### config.mk
export PLATFORM = sky130hd
export DESIGN_NAME = power_activity_counters
export DESIGN_NICKNAME = d
export VERILOG_FILES = /design/src/verilog/activity_counter_pkg.sv /design/src/verilog/activity_counter_cell.sv /design/src/verilog/power_activity_counters.sv
export SDC_FILE = /design/constraint.sdc
export NUM_CORES = 2
export LEC_CHECK = 0
export ABC_AREA = 1
export CAP_MARGIN = 10
export CORE_ASPECT_RATIO = 1.25
export CORE_MARGIN = 10
export CORE_UTILIZATION = 55
export DETAILED_ROUTE_END_ITERATION = 6
export DONT_BUFFER_PORTS = 1
export GPL_ROUTABILITY_DRIVEN = 0
export PLACE_DENSITY_LB_ADDON = 0.05
export RECOVER_POWER = 25
export SYNTH_ARGS = -nofsm -noshare
export SYNTH_HDL_FRONTEND = slang
export SYNTH_SLANG_ARGS = --single-unit
### constraint.sdc
create_clock -name CLK_SYS_I -period 3.24 [get_ports CLK_SYS_I]
set_input_delay 0.648 -clock CLK_SYS_I [delete_from_list [all_inputs] [get_ports CLK_SYS_I]]
set_output_delay 0.648 -clock CLK_SYS_I [all_outputs]
set_load 0.005 [all_outputs]
### src/verilog/activity_counter_pkg.sv
// Constants shared by the power activity counter bank
package activity_counter_pkg;
  // Counter width
  localparam int CNT_W = 32;
  // Threads per core
  localparam int THREADS = 4;
  // Prescaler width for fast or multi-event sources
  localparam int PRE_W = 3;
  // Event count width on a multi-event source (up to 7 events per cycle)
  localparam int EVT_W = 3;
  // Core counter indices
  localparam int C_CYCLES = 0;
  localparam int C_STALL_BUSY = 1;
  localparam int C_STALL_FIN = 2;
  localparam int C_MEM_EVT0 = 3;
  localparam int C_MEM_EVT1 = 4;
  localparam int C_DRAM = 5;
  localparam int CORE_CNT = 6;
  // Per-thread counter kinds
  localparam int T_RUN = 0;
  localparam int T_DISP = 1;
  localparam int T_COMPL = 2;
  localparam int T_DRAM = 3;
  localparam int THR_KINDS = 4;
  // Fabric counter indices
  localparam int F_OVERCOMMIT = 0;
  localparam int F_RETRY = 1;
  localparam int FAB_CNT = 2;
  // Total counters and select width
  localparam int TOTAL_CNT = CORE_CNT + THREADS * THR_KINDS + FAB_CNT;
  localparam int SEL_W = 5;
  // Reset value of all counters
  localparam logic [CNT_W-1:0] CNT_RESET = 32'h0000_0000;
  localparam logic [PRE_W-1:0] PRE_RESET = 3'h0;
  // Clock rate and minimum wrap time
  localparam longint CLK_HZ = 250_000_000;
  localparam longint WRAP_MIN_S = 1;
endpackage

### src/verilog/activity_counter_cell.sv
// One activity counter with an optional prescaler ahead of it
`timescale 1ns/1ps
`default_nettype none
module activity_counter_cell #(
  parameter int PRE_BITS = 0
) (
  // Clock and reset
  input wire logic clk_i,
  input wire logic arst_n_i,
  // Events this cycle
  input wire logic [activity_counter_pkg::EVT_W-1:0] events_i,
  // Counter value
  output logic [activity_counter_pkg::CNT_W-1:0] count_o
);
  import activity_counter_pkg::*;

  // Prescaler carries one extra bit to catch its overflow
  localparam int PW = PRE_BITS + 1;

  // Whole state of the cell
  typedef struct packed {
    logic [PW-1:0] pre; // Prescaler
    logic [CNT_W-1:0] cnt; // Counter
  } cell_type;

  cell_type state; // Registered state
  cell_type next_state; // Next state

  // Prescale events, then advance counter
  always_comb begin
    logic [PW:0] sum;
    sum = '0;
    next_state = state;
    if (PRE_BITS == 0) begin
      // Single-event source: one per event
      next_state.cnt = state.cnt + CNT_W'(events_i != '0);
    end else begin
      // Accumulate events; carry out advances the counter
      sum = {1'b0, state.pre} + (PW+1)'(events_i);
      next_state.pre = PW'(sum) & PW'((1 << PRE_BITS) - 1);
      next_state.cnt = state.cnt + CNT_W'(sum[PW:PRE_BITS] != '0);
    end
  end

  // Register state; free running with no enable
  always_ff @(posedge clk_i or negedge arst_n_i) begin
    if (!arst_n_i) begin
      next_state_reset: begin
        state.pre <= '0;
        state.cnt <= CNT_RESET;
      end
    end else begin
      state <= next_state;
    end
  end

  assign count_o = state.cnt;
endmodule
`default_nettype wire

### src/verilog/power_activity_counters.sv
// Power activity counter bank with two read paths
`timescale 1ns/1ps
`default_nettype none
module power_activity_counters #(
  parameter int NTHREADS = activity_counter_pkg::THREADS,
  parameter int FAST_PRE_BITS = activity_counter_pkg::PRE_W
) (
  // Clock and reset
  input wire logic CLK_SYS_I,
  input wire logic ARST_N_I,
  // Core event strobes
  input wire logic STALL_BUSY_I,
  input wire logic STALL_FINISH_I,
  input wire logic MEM_EVT0_I,
  input wire logic MEM_EVT1_I,
  input wire logic CORE_DRAM_I,
  // Per-thread activity
  input wire logic [NTHREADS-1:0] RUN_LATCH_I,
  input wire logic [NTHREADS*activity_counter_pkg::EVT_W-1:0] DISPATCH_CNT_I,
  input wire logic [NTHREADS*activity_counter_pkg::EVT_W-1:0] COMPLETE_CNT_I,
  input wire logic [NTHREADS-1:0] THREAD_DRAM_I,
  // Fabric events
  input wire logic FAB_OVERCOMMIT_I,
  input wire logic FAB_RETRY_I,
  // Special purpose register read port
  input wire logic SPR_RD_I,
  input wire logic [activity_counter_pkg::SEL_W-1:0] SPR_SEL_I,
  output logic SPR_VALID_O,
  output logic [activity_counter_pkg::CNT_W-1:0] SPR_DATA_O,
  // Serial configuration access read port
  input wire logic SCFG_RD_I,
  input wire logic [activity_counter_pkg::SEL_W-1:0] SCFG_SEL_I,
  output logic SCFG_VALID_O,
  output logic [activity_counter_pkg::CNT_W-1:0] SCFG_DATA_O,
  output logic SCFG_ERR_O
);
  import activity_counter_pkg::*;

  // Counter count for this build
  localparam int NCNT = CORE_CNT + NTHREADS * THR_KINDS + FAB_CNT;
  localparam int FAB_BASE = CORE_CNT + NTHREADS * THR_KINDS;

  // Live counter values, one per counter
  logic [CNT_W-1:0] live [NCNT];
  // Event inputs per counter
  logic [EVT_W-1:0] evt [NCNT];

  // Whole registered state: both read answers
  typedef struct packed {
    logic spr_valid; // SPECIAL_PURPOSE_REGISTER answer strobe
    logic [CNT_W-1:0] spr_data; // SPECIAL_PURPOSE_REGISTER snapshot
    logic scfg_valid; // Serial answer strobe
    logic [CNT_W-1:0] scfg_data; // Serial snapshot
    logic scfg_err; // Serial unmapped select
  } rd_type;

  rd_type state; // Registered answers
  rd_type next_state; // Next answers

  // Core and fabric event mapping; no perf monitor input exists
  // Continuous assigns only, so every element has one driver kind
  assign evt[C_CYCLES] = EVT_W'(1);
  assign evt[C_STALL_BUSY] = EVT_W'(STALL_BUSY_I);
  assign evt[C_STALL_FIN] = EVT_W'(STALL_FINISH_I);
  assign evt[C_MEM_EVT0] = EVT_W'(MEM_EVT0_I);
  assign evt[C_MEM_EVT1] = EVT_W'(MEM_EVT1_I);
  assign evt[C_DRAM] = EVT_W'(CORE_DRAM_I);
  assign evt[FAB_BASE + F_OVERCOMMIT] = EVT_W'(FAB_OVERCOMMIT_I);
  assign evt[FAB_BASE + F_RETRY] = EVT_W'(FAB_RETRY_I);

  // Per-thread event mapping
  genvar t;
  generate
    for (t = 0; t < NTHREADS; t++) begin : g_thr
      localparam int B = CORE_CNT + t * THR_KINDS;
      assign evt[B + T_RUN] = EVT_W'(RUN_LATCH_I[t]);
      assign evt[B + T_DISP] = DISPATCH_CNT_I[t*EVT_W +: EVT_W];
      assign evt[B + T_COMPL] = COMPLETE_CNT_I[t*EVT_W +: EVT_W];
      assign evt[B + T_DRAM] = EVT_W'(THREAD_DRAM_I[t]);
    end
  endgenerate

  // One counter cell per counter; multi-event ones prescaled
  genvar c;
  generate
    for (c = 0; c < NCNT; c++) begin : g_cnt
      localparam bit FAST = (c >= CORE_CNT) && (c < FAB_BASE) &&
        ((((c - CORE_CNT) % THR_KINDS) == T_DISP) ||
         (((c - CORE_CNT) % THR_KINDS) == T_COMPL));
      activity_counter_cell #(
        .PRE_BITS(FAST ? FAST_PRE_BITS : 0)
      ) u_cell (
        .clk_i(CLK_SYS_I),
        .arst_n_i(ARST_N_I),
        .events_i(evt[c]),
        .count_o(live[c])
      );
    end
  endgenerate

  // Read decode: snapshot taken in one cycle, counters untouched
  always_comb begin
    next_state = state;
    next_state.spr_valid = SPR_RD_I;
    next_state.scfg_valid = SCFG_RD_I;
    next_state.scfg_err = 1'b0;
    if (SPR_RD_I) begin
      // Hypervisor path sees core and thread counters only
      if (int'(SPR_SEL_I) < FAB_BASE) begin
        next_state.spr_data = live[SPR_SEL_I];
      end else begin
        next_state.spr_data = CNT_RESET;
      end
    end
    if (SCFG_RD_I) begin
      // Firmware path sees all counters incl. fabric
      if (int'(SCFG_SEL_I) < NCNT) begin
        next_state.scfg_data = live[SCFG_SEL_I];
      end else begin
        next_state.scfg_data = CNT_RESET;
        next_state.scfg_err = 1'b1;
      end
    end
  end

  // Register read answers
  always_ff @(posedge CLK_SYS_I or negedge ARST_N_I) begin
    if (!ARST_N_I) begin
      state <= '0;
    end else begin
      state <= next_state;
    end
  end

  // Outputs straight from flip-flops
  assign SPR_VALID_O = state.spr_valid;
  assign SPR_DATA_O = state.spr_data;
  assign SCFG_VALID_O = state.scfg_valid;
  assign SCFG_DATA_O = state.scfg_data;
  assign SCFG_ERR_O = state.scfg_err;
endmodule
`default_nettype wire

==> results.txt <==
----------------------------------------------------
[Synth]
  Share of synthesized registers carrying an async set or reset ... 100%
  Post-Synth Adder-Cell Area ... 1.93%
  Number of warning messages in the yosys log ... 0
  Number of enable-type register cells in the synthesized netlist ... 0
  Average cell area after synthesis ... 7.10 sq um
  Simple-gate portion of the synthesized area ... 35.4%
  Netlist cell types ... 45
  Mapped cell area ... 0.0577 sq mm
  Primary FF master, synth ... sky130_fd_sc_hd__dfrtp_1
  Number of flip-flops and latches in the synthesized netlist ... 859
  Portion of the post-synthesis area used by sequential elements ... 37.3%
  Cells after Synth ... 8120
  Xor/xnor cell area share of the yosys netlist ... 10.5%
  Main combinational cell family by area after synthesis ... simple AND/OR/NAND/NOR gates
  Synth Net Count ... 8257
  Multiplexer share of the synthesized area ... 0%
  Share of the synthesized area in compound gates (AO/OA/AOI/OAI) ... 5.88%

[Power and ir drop]
  Worst voltage drop across the vdd grid ... 0.501 mV
  Int Pwr ... 21100 uW
  Fraction of power consumed by combinational cells ... 23.3%
  Fraction of power consumed by the clock network ... 33.8%
  Net Switching ... 12200 uW
  Fraction of power spent switching nets ... 36.6%
  Power after layout ... 33200 uW
  PwrDens ... 542 mW/mm^2
  Pleak ... 0.0301 uW
  Sequential fraction of design power ... 43.0%

[Die]
  Die Y-Extent ... 382 microns
  Initial Utilization ... 55.5%
  FP Rows ... 132
  Area of the die ... 0.118 sq mm
  Core outline area ... 0.104 sq mm
  DIE WIDTH ... 310 microns
  I/O pins ... 120

[Timing]
  Worst hold slack across all endpoints ... -0.340 ns
  Final worst clock skew ... 0.0401 ns
  Tightest Pin Transition ... 4.64 ns
  Achievable frequency ... 306 MHz
  Final critical delay including setup and external delays ... 3.27 ns
  Max transition margin ... -209%
  Setup repair after global routing missed its margin ... no
  Final period util ... 101%
  Number of failing hold endpoints at the final stage ... 87
  Count of pins over their slew limit ... 816
  Final setup vio count ... 69
  Post-route worst setup slack ... -0.0261 ns

[Detailed routing]
  1st-pass router iterations ... 7
  Count of vias placed by the detailed router ... 56200
  Vias per cell ... 6.01
  Remaining number of nets flagged by the antenna check after routing ... 0
  Count of routing violations after the opening detailed-route iteration ... 7385
  Total detailed-routing wirelength ... 225000 microns
  DRC violation count after routing ... 0
  Mean routed wirelength per cell ... 24.1 microns

[Cells and area]
  Share of cells above drive strength 1 ... 4.10%
  Finished layout cell area ... 0.0614 sq mm
  Area growth, synth to finish ... 6.43%
  Most common cell after layout, fill and taps aside ... sky130_fd_sc_hd__nand2_1
  Non-filler cells in the finished layout ... 9358
  Net count, final ... 8076
  Final cell utilization of the core ... 59.1%
  Highest-count cells in the layout ignoring fill and taps ... sky130_fd_sc_hd__nand2_1, sky130_fd_sc_hd__inv_1, sky130_fd_sc_hd__nand3_1, sky130_fd_sc_hd__dfrtp_1, sky130_fd_sc_hd__xor2_1

[Run status]
  Status ... finished with violations
  Violations in the final reports ... negative hold slack, max-slew violations, negative setup slack

[Global route]
  Initial antenna violation count ... 6
  Overall track demand over capacity in global routing ... 37.1%
  Congestion Overflow GR ... 0
  Global-route wire length before repair ... 331000 microns
  Number of global-route vias before repair ... 52400
  Maximum number of pins on one net before global-route repair ... 860

[Worst setup path]
  CP startpoint kind ... primary input
  Crit. End Element ... asynchronous set/reset pin
  Worst R2R Path Depth ... 12
  FF-to-FF End ... g_cnt[15].u_cell.count_o[22]
  Startpoint of the most critical register-to-register path ... g_cnt[15].u_cell.state[34]
  Crit path depth ... 0
  Req. time, crit path ... 2.94 ns
  Launching instance or port of the critical path ... ARST_N_I
  Critical setup path kind ... primary input to asynchronous set/reset pin
  Signal arrival time at the worst endpoint ... 2.97 ns
  Endpoint of the worst setup timing path ... g_cnt[5].u_cell.count_o[4]
  Critical Path Fanout Max ... 859
  Reg2Reg Setup Slack ... 0.70 ns

[Job]
  Max-cap violations ... 0

[Placement]
  Number of buffers added on ports ... 0
  Half-perimeter wire length after detailed placement ... 166000 microns
  Placed Instances ... 9181
  Placed inst area ... 0.0582 sq mm

[Clock tree]
  Clk pin slew, worst setup/hold paths ... 0.06 ns
  # H-tree levels ... 3
  Clock buffer depth ... 3
  Clock latency on the worst-skew pair ... 0.72 ns
  Sink count of the clock tree ... 859
  TritonCTS Buffers ... 94
  Clock root buffer ... sky130_fd_sc_hd__clkbuf_16
  Hold-fix buffers, CTS ... 2
  Clock tree from TritonCTS ... yes

[Hold path]
  Type of the most critical hold path ... primary input to asynchronous set/reset pin

----------------------------------------------------
[Yosys cell counts (22+ instances only)]
cell type	count	area share, %
sky130_fd_sc_hd__xor2_1	672	10
sky130_fd_sc_hd__dfrtp_1	859	37
sky130_fd_sc_hd__ha_1	76	1.6
sky130_fd_sc_hd__o21ai_0	71	0.62
sky130_fd_sc_hd__nand3_1	897	7.8
sky130_fd_sc_hd__o211ai_1	297	3.9
sky130_fd_sc_hd__a21oi_1	115	1.0
sky130_fd_sc_hd__nand2_1	2499	16
sky130_fd_sc_hd__nand4_1	158	1.7
sky130_fd_sc_hd__nor2_1	594	3.9
sky130_fd_sc_hd__nor3_2	22	0.38
sky130_fd_sc_hd__buf_2	174	1.5
sky130_fd_sc_hd__nor4_1	38	0.41
sky130_fd_sc_hd__buf_6	26	0.51
sky130_fd_sc_hd__o21ai_1	43	0.37
sky130_fd_sc_hd__clkbuf_1	76	0.49
sky130_fd_sc_hd__inv_1	923	6.0
sky130_fd_sc_hd__nor3_1	360	3.1
sky130_fd_sc_hd__buf_1	36	0.23
[power by group through the flow]
stage / Clock [uW] / Sequential [uW] / Combinational (uW)
after detailed placement: 0 / 14400 / 7420
after floorplan: 0 / 13700 / 5410
after CTS: 11300 / 14200 / 7470
after global routing: 11800 / 14500 / 8410
final: 11200 / 14300 / 7730
after global placement: 0 / 14400 / 7280
[layout make-up]
class	instances	area (sq um)
Fill cell	9933	42500
Multi-Input combinational cell	6000	31000
Sequential cell	859	21500
Inverter	935	3530
Clock buffer	136	2780
Tap cell	1340	1680
Timing Repair Buffer	49	523
Clock inverter	37	385
Antenna cell	2	5.00
[kinds of logic (layout without fill, tap and decap cells)]
logic type,count (synthesis),after routing
other,0,2
AO/OA/AOI/OAI,528,528
flip-flops,859,859
AND/OR/NAND/NOR,4697,4697
adder cells (fa/ha/maj),84,84
buffers and inverters,1261,1157
XOR/XNOR,691,691
[through the flow]
step                      setup WS [ns]  setup TNS (ns)
final                           -0.0261          -0.899
after global routing              0.485               0
after CTS                         0.646               0
after detailed placement          0.401               0
after global placement            0.420               0
after floorplan                   0.786               0
[timing repair]
item | in CTS | in global routing
resized for setup | 0 | 0
hold endpoints to repair | 861 | 859
buffers inserted | 0 | 0
[routing by layer]
metal	global-route usage (%)	wire length [microns]
met5	0	46
met4	28.4	20400
met3	9.53	22900
met2	56.8	99300
met1	44.3	82500
[state kept, by name (all words and copies together) (netlist names)]
signal / cells
SCFG_DATA_O: 32
SCFG_ERR_O: 1
SCFG_VALID_O: 1
SPR_DATA_O: 32
SPR_VALID_O: 1
g_cnt.u_cell.count_o: 768
g_cnt.u_cell.state: 24
[worst min path at each step]
stage | startpoint | endpoint | slack (ns) | depth (start not counted)
after floorplan | ARST_N_I | SCFG_DATA_O[0] | 0.35 | 0
after global placement | ARST_N_I | g_cnt[15].u_cell.state[33] | 0.40 | 0
after detailed placement | ARST_N_I | g_cnt[15].u_cell.state[32] | 0.41 | 0
after CTS | ARST_N_I | g_cnt[15].u_cell.state[32] | -0.34 | 0
after global routing | ARST_N_I | g_cnt[15].u_cell.state[32] | -0.36 | 0
final | ARST_N_I | g_cnt[15].u_cell.state[32] | -0.34 | 0
(Power assumes the default switching activity.)
